<file path="src/logic/valley_pwm_consts.svh">
// constants for the valley-switching pwm core
// assumes a 50 MHz system clock; times are kept in their own unit
`ifndef VALLEY_PWM_CONSTS_SVH
`define VALLEY_PWM_CONSTS_SVH
// clock period in ns
`define CLK_NS          20
// missing-valley timeouts and blanking, ns
`define TO_QR_NS        5500
`define TO_SS_NS        40000
`define BLANK_NS        250
`define SHORT_BLANK_NS  100
// soft-start, overload tick and auto-recovery wait, us
`define SS_US           4000
`define OVLD_TICK_US    10000
`define AUTO_WAIT_US    100000
// overload counts to completion
`define OVLD_DONE       4'h8
// highest valley code (fourth valley)
`define VALLEY_MAX      2'h3
// register byte offsets
`define REG_CTRL        4'h0
`define REG_STATUS      4'h4
`define REG_IRQ_STAT    4'h8
`define REG_IRQ_MASK    4'hc
// field positions
`define CTRL_RUN        0
`define IRQ_OVLD        0
`define IRQ_LATCH       1
`define IRQ_BROWN       2
`define IRQ_WSHORT      3
`define IRQ_W           4
// axi responses
`define RESP_OK         2'h0
`define RESP_ERR        2'h2
`endif

</file>
<file path="src/logic/valley_pwm_pkg.sv">
// types shared by the valley-switching pwm core
// no logic; comparator levels come from the analog front end
package valley_pwm_pkg;
   // comparator levels, all passed through a two-stage synchroniser in the core
   typedef struct packed {
      logic       zero_cross_sense; // aux winding above valley threshold
      logic       peak_trip;        // sense reached the setpoint
      logic       max_ip;           // sense reached peak_limit_level
      logic       winding_short;    // sense reached 1.5x peak limit
      logic       ramp_done;        // timing ramp reached its threshold
      logic       fault_low;        // fault pin below low level
      logic       over_voltage_trip;// fault pin above high level
      logic [3:0] fbk_dn;           // feedback below 1.4/1.2/0.9/0.8
      logic [3:0] fbk_up;           // feedback above 1.4/1.6/1.8/2.0
   } comp_s;
   // peak-current setpoint selection toward the analog side
   typedef struct packed {
      logic       fbk_div4; // setpoint follows feedback_level / 4
      logic       fold_min; // setpoint frozen at 17.5 % of max
      logic [7:0] ss_limit; // soft-start clamp, 8'hff is no clamp
   } setpoint_s;
   typedef enum logic [1:0] {ST_STOP, ST_ON, ST_OFF} gate_e;
endpackage

</file>
<file path="src/logic/valley_pwm_core.sv">
// valley-switching pwm core of a quasi-resonant flyback controller
// assumes analog comparators on comp, a gate driver on gate_drive_out
// and an axi4-lite master for the registers
//
// Function
// - lock valley, step later, stop at fourth
// - timeout replaces missing valley clock
// - fixed soft-start after every startup
// - temperature variants latch off on fault
// - brown-out stops; restart is full startup
// - brown-out variants latch on over-voltage
// - overload timer up/down, stop at completion
// - latch or auto-recover on overload
// - winding short inside blanking window stops
// - quasi-resonant mode with feedback hysteresis
// - qr setpoint is feedback divided by four
// - foldback freezes setpoint at 17.5 percent
// - foldback period ends at ramp, discharge
// - count valleys on falling zero cross
// - advance valleys, fourth then foldback
// - longer timeout during soft-start
// - overload steps per interval, done at eight
`timescale 1ns/100ps
`include "valley_pwm_consts.svh"
module valley_pwm_core #(
   parameter int SS_CYC   = `SS_US * 1000 / `CLK_NS,        // soft-start
   parameter int TICK_CYC = `OVLD_TICK_US * 1000 / `CLK_NS, // overload step
   parameter int AUTO_CYC = `AUTO_WAIT_US * 1000 / `CLK_NS  // auto restart
) (
   input  wire logic                  sys_clk,        // 50 MHz clock
   input  wire logic                  rst_n,          // async reset
   input  wire valley_pwm_pkg::comp_s comp,           // comparators
   input  wire logic                  variant_bo,     // strap: brown-out
   input  wire logic                  variant_auto,   // strap: auto-rec
   output logic                       gate_drive_out, // gate command
   output logic                       ct_discharge,   // ramp reset pulse
   output valley_pwm_pkg::setpoint_s  setpoint,       // peak setpoint
   output logic                       vcc_latch_pull, // hold supply low
   output logic                       irq,            // level interrupt
   input  wire logic [3:0]            s_axi_awaddr,   // write address
   input  wire logic                  s_axi_awvalid,  // aw valid
   output logic                       s_axi_awready,  // aw ready
   input  wire logic [31:0]           s_axi_wdata,    // write data
   input  wire logic [3:0]            s_axi_wstrb,    // byte enables
   input  wire logic                  s_axi_wvalid,   // w valid
   output logic                       s_axi_wready,   // w ready
   output logic [1:0]                 s_axi_bresp,    // write response
   output logic                       s_axi_bvalid,   // b valid
   input  wire logic                  s_axi_bready,   // b ready
   input  wire logic [3:0]            s_axi_araddr,   // read address
   input  wire logic                  s_axi_arvalid,  // ar valid
   output logic                       s_axi_arready,  // ar ready
   output logic [31:0]                s_axi_rdata,    // read data
   output logic [1:0]                 s_axi_rresp,    // read response
   output logic                       s_axi_rvalid,   // r valid
   input  wire logic                  s_axi_rready    // r ready
);
   import valley_pwm_pkg::*;
   localparam logic [11:0] TO_QR = 12'(`TO_QR_NS / `CLK_NS);
   localparam logic [11:0] TO_SS = 12'(`TO_SS_NS / `CLK_NS);
   localparam logic [4:0]  BLANK = 5'((`BLANK_NS + `CLK_NS - 1) / `CLK_NS);
   localparam logic [4:0]  SBLK  = 5'((`SHORT_BLANK_NS + `CLK_NS - 1) / `CLK_NS);
   localparam int          SS_STEP = SS_CYC / 256 > 0 ? SS_CYC / 256 : 1;

   // ************************************************
   // reset release and input synchronisers
   // ************************************************
   logic        rs1_reg, rst_sync_n;       // reset release chain
   logic [14:0] s1_reg, s2_reg;            // two-stage sync
   logic        zc_d_reg;                  // delayed zero cross
   comp_s       c;                         // synchronised view
   logic        strap_done_reg;            // straps captured
   logic        bo_var_reg, auto_var_reg;  // captured variant

   // release the reset through two flops, assert at once
   always_ff @(posedge sys_clk or negedge rst_n) begin
      if (!rst_n) begin
         rs1_reg    <= 1'b0;
         rst_sync_n <= 1'b0;
      end else begin
         rs1_reg    <= 1'b1;
         rst_sync_n <= rs1_reg;
      end
   end

   always_ff @(posedge sys_clk or negedge rst_sync_n) begin
      if (!rst_sync_n) begin
         s1_reg   <= '0;
         s2_reg   <= '0;
         zc_d_reg <= 1'b0;
      end else begin
         s1_reg   <= comp;
         s2_reg   <= s1_reg;
         zc_d_reg <= s2_reg[14];
      end
   end
   assign c = comp_s'(s2_reg);

   // straps are sampled once after reset release, never under reset
   always_ff @(posedge sys_clk or negedge rst_sync_n) begin
      if (!rst_sync_n) begin
         strap_done_reg <= 1'b0;
         bo_var_reg     <= 1'b0;
         auto_var_reg   <= 1'b0;
      end else if (!strap_done_reg) begin
         strap_done_reg <= 1'b1;
         bo_var_reg     <= variant_bo;
         auto_var_reg   <= variant_auto;
      end
   end

   // ************************************************
   // operating valley and mode selection
   // ************************************************
   logic [1:0] valley_reg;  // 0..3 is first..fourth valley
   logic       fold_reg;    // frequency_foldback_mode

   // hysteretic valley lock: one step per crossing, never past the fourth
   always_ff @(posedge sys_clk or negedge rst_sync_n) begin
      if (!rst_sync_n) begin
         valley_reg <= 2'h0;
         fold_reg   <= 1'b0;
      end else if (fold_reg) begin
         // leave foldback only above the higher level
         if (c.fbk_up[0]) fold_reg <= 1'b0;
      end else begin
         // lighter load moves to a later valley
         unique case (valley_reg)
            2'h0: if (c.fbk_dn[0]) valley_reg <= 2'h1;
            2'h1: begin
               if (c.fbk_dn[1]) valley_reg <= 2'h2;
               else if (c.fbk_up[3]) valley_reg <= 2'h0;
            end
            2'h2: begin
               if (c.fbk_dn[2]) valley_reg <= `VALLEY_MAX;
               else if (c.fbk_up[2]) valley_reg <= 2'h1;
            end
            2'h3: begin
               if (c.fbk_dn[3]) fold_reg <= 1'b1;
               else if (c.fbk_up[1]) valley_reg <= 2'h2;
            end
         endcase
      end
   end

   // ************************************************
   // protection state
   // ************************************************
   logic        run_reg;           // software run enable
   logic        latch_reg;         // latched off until supply cycle or brown-out end
   logic        bo_reg;            // brown-out stop
   logic        hold_reg;          // auto-recovery wait
   logic [31:0] hold_cnt_reg;      // auto-recovery countdown
   logic [3:0]  ovld_reg;          // overload timer count
   logic [31:0] tick_reg;          // overload step divider
   logic        ovld_ev, wshort_ev, latch_ev, bo_ev; // one-cycle events
   logic        stop_ev;           // overload or winding short trip
   logic        runnable;          // switching allowed
   gate_e       st_reg;            // gate sequencer state
   logic [4:0]  blank_reg;         // on-time blanking counter

   // step the timer once per interval
   always_ff @(posedge sys_clk or negedge rst_sync_n) begin
      if (!rst_sync_n) begin
         tick_reg <= '0;
         ovld_reg <= 4'h0;
      end else begin
         tick_reg <= (tick_reg == 32'(TICK_CYC - 1)) ? '0 : tick_reg + 32'h1;
         if (tick_reg == 32'(TICK_CYC - 1)) begin
            // up while max peak flag, down once clear
            if (c.max_ip && ovld_reg != `OVLD_DONE) ovld_reg <= ovld_reg + 4'h1;
            else if (!c.max_ip && ovld_reg != 4'h0) ovld_reg <= ovld_reg - 4'h1;
         end
      end
   end

   // completion with flag still present stops pulses
   assign ovld_ev   = (ovld_reg == `OVLD_DONE) && c.max_ip && runnable;
   // short comparator honoured after short blank, inside main blank
   assign wshort_ev = (st_reg == ST_ON) && c.winding_short
                      && blank_reg >= SBLK && blank_reg < BLANK;
   assign stop_ev   = ovld_ev || wshort_ev;
   assign latch_ev  = !latch_reg && (c.over_voltage_trip
                      || (!bo_var_reg && c.fault_low));
   assign bo_ev     = bo_var_reg && c.fault_low && !bo_reg;
   assign runnable  = strap_done_reg && run_reg && !latch_reg
                      && !bo_reg && !hold_reg;

   // fault policy; a supply cycle is modelled by rst_n
   always_ff @(posedge sys_clk or negedge rst_sync_n) begin
      if (!rst_sync_n) begin
         latch_reg    <= 1'b0;
         bo_reg       <= 1'b0;
         hold_reg     <= 1'b0;
         hold_cnt_reg <= '0;
      end else begin
         // low input stops; recovery clears the latch for a clean start
         if (bo_var_reg && c.fault_low) bo_reg <= 1'b1;
         else if (bo_reg) begin
            bo_reg    <= 1'b0;
            latch_reg <= 1'b0;
         end
         if (latch_ev) latch_reg <= 1'b1;
         // latching variants latch, auto variants wait then restart
         if (stop_ev && !auto_var_reg) latch_reg <= 1'b1;
         if (stop_ev && auto_var_reg) begin
            hold_reg     <= 1'b1;
            hold_cnt_reg <= 32'(AUTO_CYC);
         end else if (hold_reg) begin
            hold_cnt_reg <= hold_cnt_reg - 32'h1;
            if (hold_cnt_reg == 32'h1) hold_reg <= 1'b0;
         end
      end
   end

   // ************************************************
   // soft-start
   // ************************************************
   logic [7:0]  ss_lvl_reg;  // current clamp level
   logic [31:0] ss_div_reg;  // step divider
   logic        ss_active;   // soft-start still ramping

   // ramp restarts whenever switching is stopped
   always_ff @(posedge sys_clk or negedge rst_sync_n) begin
      if (!rst_sync_n) begin
         ss_lvl_reg <= 8'h00;
         ss_div_reg <= '0;
      end else if (st_reg == ST_STOP) begin
         ss_lvl_reg <= 8'h00;
         ss_div_reg <= '0;
      end else if (ss_active) begin
         ss_div_reg <= (ss_div_reg == 32'(SS_STEP - 1)) ? '0 : ss_div_reg + 32'h1;
         if (ss_div_reg == 32'(SS_STEP - 1)) ss_lvl_reg <= ss_lvl_reg + 8'h01;
      end
   end
   assign ss_active = ss_lvl_reg != 8'hff;

   // qr setpoint tracks feedback / 4
   // foldback freezes at the minimum fraction
   always_comb begin
      setpoint.fbk_div4 = !fold_reg;
      setpoint.fold_min = fold_reg;
      setpoint.ss_limit = ss_lvl_reg;
   end

   // ************************************************
   // gate sequencer
   // ************************************************
   logic [2:0]  vcnt_reg;   // valleys since turn-off
   logic [11:0] to_reg;     // missing-valley timer
   logic        valley_ev;  // valley or timeout substitute
   logic        zc_fall;    // falling zero cross
   logic        dis_reg;    // discharge pulse

   // falling crossing of zero_cross_sense is a valley
   assign zc_fall   = zc_d_reg && !c.zero_cross_sense;
   // longer timeout while soft-start runs
   // at or past the limit, so a timer already beyond the short limit when
   // soft-start ends still fires instead of wrapping
   assign valley_ev = zc_fall || to_reg >= (ss_active ? TO_SS : TO_QR);

   always_ff @(posedge sys_clk or negedge rst_sync_n) begin
      if (!rst_sync_n) begin
         st_reg    <= ST_STOP;
         blank_reg <= 5'h0;
         vcnt_reg  <= 3'h0;
         to_reg    <= 12'h0;
         dis_reg   <= 1'b0;
      end else begin
         dis_reg <= 1'b0;
         if (!runnable || stop_ev || latch_ev || bo_ev) st_reg <= ST_STOP;
         else begin
            unique case (st_reg)
               ST_STOP: begin
                  st_reg    <= ST_ON;
                  blank_reg <= 5'h0;
               end
               ST_ON: begin
                  if (blank_reg != 5'h1f) blank_reg <= blank_reg + 5'h1;
                  if (blank_reg >= BLANK && c.peak_trip) begin
                     st_reg   <= ST_OFF;
                     vcnt_reg <= 3'h0;
                     to_reg   <= 12'h0;
                  end
               end
               ST_OFF: begin
                  to_reg <= valley_ev ? 12'h0 : to_reg + 12'h1;
                  if (valley_ev && vcnt_reg != 3'h7) vcnt_reg <= vcnt_reg + 3'h1;
                  // foldback: ramp end discharges and starts a period
                  if (fold_reg && c.ramp_done) begin
                     dis_reg   <= 1'b1;
                     st_reg    <= ST_ON;
                     blank_reg <= 5'h0;
                  // turn on at the selected valley
                  end else if (!fold_reg && valley_ev
                               && vcnt_reg == {1'b0, valley_reg}) begin
                     st_reg    <= ST_ON;
                     blank_reg <= 5'h0;
                  end
               end
               // unused code: fall back to a safe stop
               default: st_reg <= ST_STOP;
            endcase
         end
      end
   end
   assign gate_drive_out = st_reg == ST_ON;
   assign ct_discharge   = dis_reg;
   assign vcc_latch_pull = latch_reg;

   // ************************************************
   // registers and interrupts over axi4-lite
   // ************************************************
   logic [`IRQ_W-1:0] ista_reg, imask_reg; // sticky status, mask
   logic [`IRQ_W-1:0] ev_vec;              // event vector
   logic              aw_reg, w_reg;       // address/data captured
   logic [3:0]        awa_reg;             // captured address
   logic [31:0]       wd_reg;              // captured data
   logic              wstrb0_reg;          // low lane enabled
   logic              rd_clr;              // status read this cycle

   assign ev_vec = {wshort_ev, bo_ev, latch_ev, ovld_ev};
   assign irq    = |(ista_reg & imask_reg);
   assign s_axi_awready = !aw_reg && !s_axi_bvalid;
   assign s_axi_wready  = !w_reg && !s_axi_bvalid;
   assign s_axi_arready = !s_axi_rvalid;
   assign rd_clr = s_axi_arvalid && s_axi_arready && s_axi_araddr == `REG_IRQ_STAT;

   // write side: address and data in either order, then a response
   always_ff @(posedge sys_clk or negedge rst_sync_n) begin
      if (!rst_sync_n) begin
         aw_reg       <= 1'b0;
         w_reg        <= 1'b0;
         awa_reg      <= 4'h0;
         wd_reg       <= '0;
         wstrb0_reg   <= 1'b0;
         s_axi_bvalid <= 1'b0;
         s_axi_bresp  <= `RESP_OK;
         run_reg      <= 1'b0;
         imask_reg    <= '0;
      end else begin
         if (s_axi_awvalid && s_axi_awready) begin
            aw_reg  <= 1'b1;
            awa_reg <= s_axi_awaddr;
         end
         if (s_axi_wvalid && s_axi_wready) begin
            w_reg      <= 1'b1;
            wd_reg     <= s_axi_wdata;
            wstrb0_reg <= s_axi_wstrb[0];
         end
         if (aw_reg && w_reg) begin
            aw_reg       <= 1'b0;
            w_reg        <= 1'b0;
            s_axi_bvalid <= 1'b1;
            s_axi_bresp  <= `RESP_OK;
            unique case (awa_reg)
               `REG_CTRL: if (wstrb0_reg) run_reg <= wd_reg[`CTRL_RUN];
               `REG_IRQ_MASK: if (wstrb0_reg) imask_reg <= wd_reg[`IRQ_W-1:0];
               `REG_STATUS, `REG_IRQ_STAT: ;
               default: s_axi_bresp <= `RESP_ERR;
            endcase
         end else if (s_axi_bvalid && s_axi_bready) s_axi_bvalid <= 1'b0;
      end
   end

   // read side; status read clears, a new event in that cycle survives
   always_ff @(posedge sys_clk or negedge rst_sync_n) begin
      if (!rst_sync_n) begin
         s_axi_rvalid <= 1'b0;
         s_axi_rdata  <= '0;
         s_axi_rresp  <= `RESP_OK;
         ista_reg     <= '0;
      end else begin
         ista_reg <= (rd_clr ? '0 : ista_reg) | ev_vec;
         if (s_axi_arvalid && s_axi_arready) begin
            s_axi_rvalid <= 1'b1;
            s_axi_rresp  <= `RESP_OK;
            s_axi_rdata  <= '0;
            unique case (s_axi_araddr)
               `REG_CTRL:     s_axi_rdata <= 32'(run_reg);
               `REG_STATUS:   s_axi_rdata <= {16'h0, ovld_reg, 1'b0, bo_var_reg,
                                 auto_var_reg, hold_reg, bo_reg, latch_reg,
                                 fold_reg, gate_drive_out, valley_reg, st_reg};
               `REG_IRQ_STAT: s_axi_rdata <= 32'(ista_reg);
               `REG_IRQ_MASK: s_axi_rdata <= 32'(imask_reg);
               default:       s_axi_rresp <= `RESP_ERR;
            endcase
         end else if (s_axi_rvalid && s_axi_rready) s_axi_rvalid <= 1'b0;
      end
   end

   // ************************************************
   // checks
   // ************************************************
   ovld_stop_a: assert property (@(posedge sys_clk) disable iff (!rst_sync_n)
      ovld_ev |=> !gate_drive_out) else $error("gate on after overload trip");
   latch_hold_a: assert property (@(posedge sys_clk) disable iff (!rst_sync_n)
      latch_reg && !bo_reg |=> latch_reg) else $error("latch dropped");
   auto_wait_a: assert property (@(posedge sys_clk) disable iff (!rst_sync_n)
      stop_ev && auto_var_reg |=> hold_reg && !gate_drive_out)
      else $error("auto recovery did not hold");
   valley_cap_a: assert property (@(posedge sys_clk) disable iff (!rst_sync_n)
      valley_reg == `VALLEY_MAX && !c.fbk_up[1] |=> valley_reg == `VALLEY_MAX)
      else $error("valley left fourth without cause");
   fold_hyst_a: assert property (@(posedge sys_clk) disable iff (!rst_sync_n)
      fold_reg && !c.fbk_up[0] |=> fold_reg) else $error("foldback left early");
   turnoff_clr_a: assert property (@(posedge sys_clk) disable iff (!rst_sync_n)
      st_reg == ST_ON ##1 st_reg == ST_OFF |-> vcnt_reg == 3'h0)
      else $error("valley count not cleared");
   bo_stop_a: assert property (@(posedge sys_clk) disable iff (!rst_sync_n)
      bo_reg |-> !gate_drive_out) else $error("switching in brown-out");
   wshort_blank_a: assert property (@(posedge sys_clk) disable iff (!rst_sync_n)
      wshort_ev |-> blank_reg < BLANK ##1 !gate_drive_out)
      else $error("winding short outside window");
   ss_ramp_a: assert property (@(posedge sys_clk) disable iff (!rst_sync_n)
      $rose(gate_drive_out) && $past(st_reg) == ST_STOP |-> ss_lvl_reg == 8'h00)
      else $error("soft-start not restarted");
   timeout_a: assert property (@(posedge sys_clk) disable iff (!rst_sync_n)
      st_reg == ST_OFF |-> to_reg <= TO_SS) else $error("timeout overran");
endmodule

</file>
<file path="config.mk">
export PLATFORM = sky130hd
export DESIGN_NAME = valley_pwm_core
export DESIGN_NICKNAME = d
export VERILOG_FILES = /design/src/logic/valley_pwm_pkg.sv /design/src/logic/valley_pwm_core.sv
export VERILOG_INCLUDE_DIRS = /design/src /design/src/logic
export SDC_FILE = /design/constraint.sdc
export NUM_CORES = 1
export LEC_CHECK = 0
export ABC_AREA = 1
export BUFFER_PORTS_ARGS = -buffer_cell sky130_fd_sc_hd__buf_2
export CAP_MARGIN = 20
export CORE_AREA = 2 2 161 163
export DETAILED_ROUTE_END_ITERATION = 6
export DIE_AREA = 0 0 163 165
export HOLD_SLACK_MARGIN = 0.15
export PLACE_DENSITY = 0.73
export SLEW_MARGIN = 20
export SYNTH_ARGS = -nofsm -noshare
export SYNTH_HDL_FRONTEND = slang
export SYNTH_SLANG_ARGS = --single-unit
</file>
<file path="constraint.sdc">
create_clock -name sys_clk -period 7.2 [get_ports sys_clk]
set_clock_uncertainty 0.15 [all_clocks]
set_input_delay 1.44 -clock sys_clk [delete_from_list [all_inputs] [get_ports sys_clk]]
set_output_delay 1.44 -clock sys_clk [all_outputs]
set_load 0.005 [all_outputs]
</file>
==> key figures <==
Logic synthesis
  • Warnings from Yosys: 0
  • Synth Area in Compound Gates: 0.05378
  • Cell variety after synth: 52
  • Xor/xnor share of the synthesized area: 0.05233
  • Synthesized-area fraction occupied by adder cells: 0.02410
  • Seq/Total Area, Yosys: 0.4731
  • Synthesized flop and latch total: 212
  • Post-synth EDFFs: 0
  • Synth Area per Inst: 8.068 sq um
  • Yosys top cell area share: 0.4731
  • Top-count cell post-synth: nand2_1
  • Asr flop ratio synth: 1.000
  • Post-synthesis mux area share: 0.007029
  • Mapped Cells: 1390
  • Post-Syn Area: 11210 sq um
  • Predominant post-synthesis flop cell: dfrtp_1
  • Synth Area in Simple Gates: 0.3019
  • Main combinational cell family by area after synthesis: simple AND/OR/NAND/NOR gates
  • Area leader, netlist: dfrtp_1
  • Ranking of synthesized cells by area: dfrtp_1 (47%), nand2_1 (11%), inv_1 (5.9%), nor2_1 (4.9%), xor2_1 (4.7%)
  • Most frequent cells after synthesis: nand2_1 (328), dfrtp_1 (212), inv_1 (175)

Job
  • Max Cap Viol: 0

Worst setup path
  • Startpoint types: register
  • Top Family by Delay on Critical Path: flip-flops
  • Crit path cell chain: inv_1 -> ha_1 -> buf_2
  • Slowest stage cell on the critical path: dfrtp_1
  • WS Path Type: reg2out
  • Worst reg2reg endpoint: ss_div_reg[20]
  • Worst path max stage delay: 0.43 ns
  • RR Startpoint: st_reg[0]
  • Reg2reg path depth: 7
  • CP endpoint kind: primary output
  • Critical path buffers and inverters: 2
  • Critical Path Fanout Max: 12
  • CP required: 5.61 ns
  • R2R setup slack: 4.18 ns
  • Crit path DAT: 1.70 ns

Drt
  • Top layer reached by signal wires: met4
  • Pre-antenna DRT Iters: 5
  • Routed met2 length: 11220 um
  • Vias: 9187
  • Via density: 5.084
  • Drt initial violations: 602
  • DRC: 0
  • DRT Wirelength: 23840 um
  • Metal3 WL: 986 um
  • Post-route ant nets: 0
  • Average wire per standard cell: 13.19 um
  • Metal1 wirelength: 11160 um

Clocking
  • Clk sinks: 212
  • CTS tree: built
  • Clk Latency, worst-skew pair: 0.53 ns
  • Postcts setup bufs: 0
  • Reg clk slew, reported paths: 0.07 ns
  • Max H-tree Level: 1
  • Num CTS Buffers: 23
  • Cts repair resizes: 0
  • CTS Hold Bufs: 0
  • Clock tree buffer depth: 3
  • CTS root buffer: clkbuf_16

Die
  • Die footprint: 26900 sq um
  • Die H: 165 um
  • DIE WIDTH: 163 um
  • Initial core utilization: 0.4479
  • IO Count: 123
  • Core Area: 25040 sq um
  • Rows: 58

Power
  • Comb pwr share: 0.100
  • Total power: 2.818 mW
  • Internal Power: 2.090 mW
  • Clk pwr share: 0.413
  • Seq pwr share: 0.487
  • Net Sw Frac: 0.2581
  • Cell Pwr Density: 224.9 nW/um^2
  • NetSw: 0.7272 mW
  • Worst VDD drop: 0.2064 mV
  • Leak: 6.107 nW

Timing
  • Tcrit/Tclk final: 0.4563
  • RSZ-0062 raised after global routing: no
  • Relative slew margins: 0.3711
  • Slew Limit Fails: 0
  • Final setup violating endpoints: 0
  • Setup TNS: 0 ns
  • Slew @ Worst Pin: 0.9398 ns
  • Endpoints failing hold: 0
  • Crit path time final: 3.285 ns
  • FMAX: 0.3044 GHz

Global routing
  • Number of global-route vias before repair: 8773
  • Antenna violations before repair: 0
  • Largest net degree at the start of global routing: 171
  • Grt ovf: 0
  • GRT Total Usage: 0.1826
  • First-pass GRT wire length: 41100 um

Layout
  • Cell Count, Final, Fillers Out: 1807
  • Final-stage net count: 1552
  • ANT cells: 0
  • Layout cells sized above 1: 0.1083
  • Final Core Density: 0.5004
  • Layout area overhead: 11.70%

Place
  • Placed instance count: 1768
  • Dpl hpwl: 17110 um
  • IO buf count: 72
  • Placer Congestion: 0.9195

Status
  • Outcome: completed

Hold path
  • Hold Crit Class: reg2async
stage by stage:
stage                     hold WS (ns)  worst slack [ns]  instance area (sq um)
after global placement          0.1833             3.998                  11780
after detailed placement        0.1847             3.937                  11780
after CTS                       0.1978             3.907                  12530
after global routing            0.2081             3.794                  12530
final                           0.1718             3.915                  12530
after floorplan                 0.1812            0.7048                  11290
worst register-to-register path, delay by kind of cell, from the launching register on:
| family | cells | cell delay, ns |
|---|---|---|
| flops | 1 | 0.44 |
| buf+inv | 3 | 1.11 |
| fa+ha+maj | 1 | 0.61 |
| simple gates | 2 | 0.23 |
| compound gates | 1 | 0.36 |
power groups by stage:
stage | registers [mW] | logic, mW | clock network [mW]
floorplan | 1.38 | 0.197 | 0
global placement | 1.39 | 0.276 | 0
detailed placement | 1.39 | 0.286 | 0
CTS | 1.37 | 0.287 | 1.19
global route | 1.39 | 0.327 | 1.24
finish | 1.37 | 0.282 | 1.16
cell families (layout without fill, tap and decap cells):
| kind of cell | Yosys count | count (layout) |
|---|---|---|
| DFF | 212 | 212 |
| muxes | 7 | 7 |
| and+or+nand+nor | 752 | 752 |
| adders and majority gates | 21 | 21 |
| xor gates and xnor gates | 67 | 67 |
| other | 2 | 21 |
| AOI/OAI and AO/OA | 105 | 105 |
| buffers and inverters | 224 | 292 |
cell usage in the layout (no fill, tap or decap), drive strengths merged, types with 2 or more instances in the layout:
cell and instances:
mux2 7, a21o 2, nand3 97, nor3 73
inv 180, buf 73, o211ai 5, nand2 338
or2 6, conb 21, nand3b 5, xor2 60
clkinv 5, nor4 14, nor3b 4, nor2 160
a21oi 23, a31oi 2, o21ai 64, clkbuf 33
and3 3, nand4 52, xnor2 7, ha 20
dfrtp 212
final cells by class:
class	count	area, sq um
Sequential cell	212	5309
Tap cell	330	412.9
Multi-Input combinational cell	973	5004
Clock buffer	33	673.1
Fill cell	2352	12510
Timing Repair Buffer	73	380.4
Inverter	180	678.2
Clock inverter	6	70.07
worst max path at each step:
stage / from / to / slack, ns / cells past startpoint
2_1_floorplan: rst_sync_n / auto_var_reg / 0.70 / 0
3_3_place_gp: s_axi_araddr[1] / s_axi_rdata[0] / 4.00 / 8
3_5_place_dp: s_axi_araddr[1] / s_axi_rdata[1] / 3.94 / 8
4_1_cts: st_reg[1] / gate_drive_out / 3.91 / 3
5_1_grt: st_reg[1] / gate_drive_out / 3.79 / 3
6_report: st_reg[1] / gate_drive_out / 3.91 / 3
routing by layer:
layer | global-route usage | vias to the layer above
met5 | 0 | -
met2 | 0.3168 | 217
met4 | 0.04505 | 0
li1 | - | 4595
met1 | 0.2451 | 4337
met3 | 0.02109 | 38
Note: power is estimated with default switching activity, not from simulation.
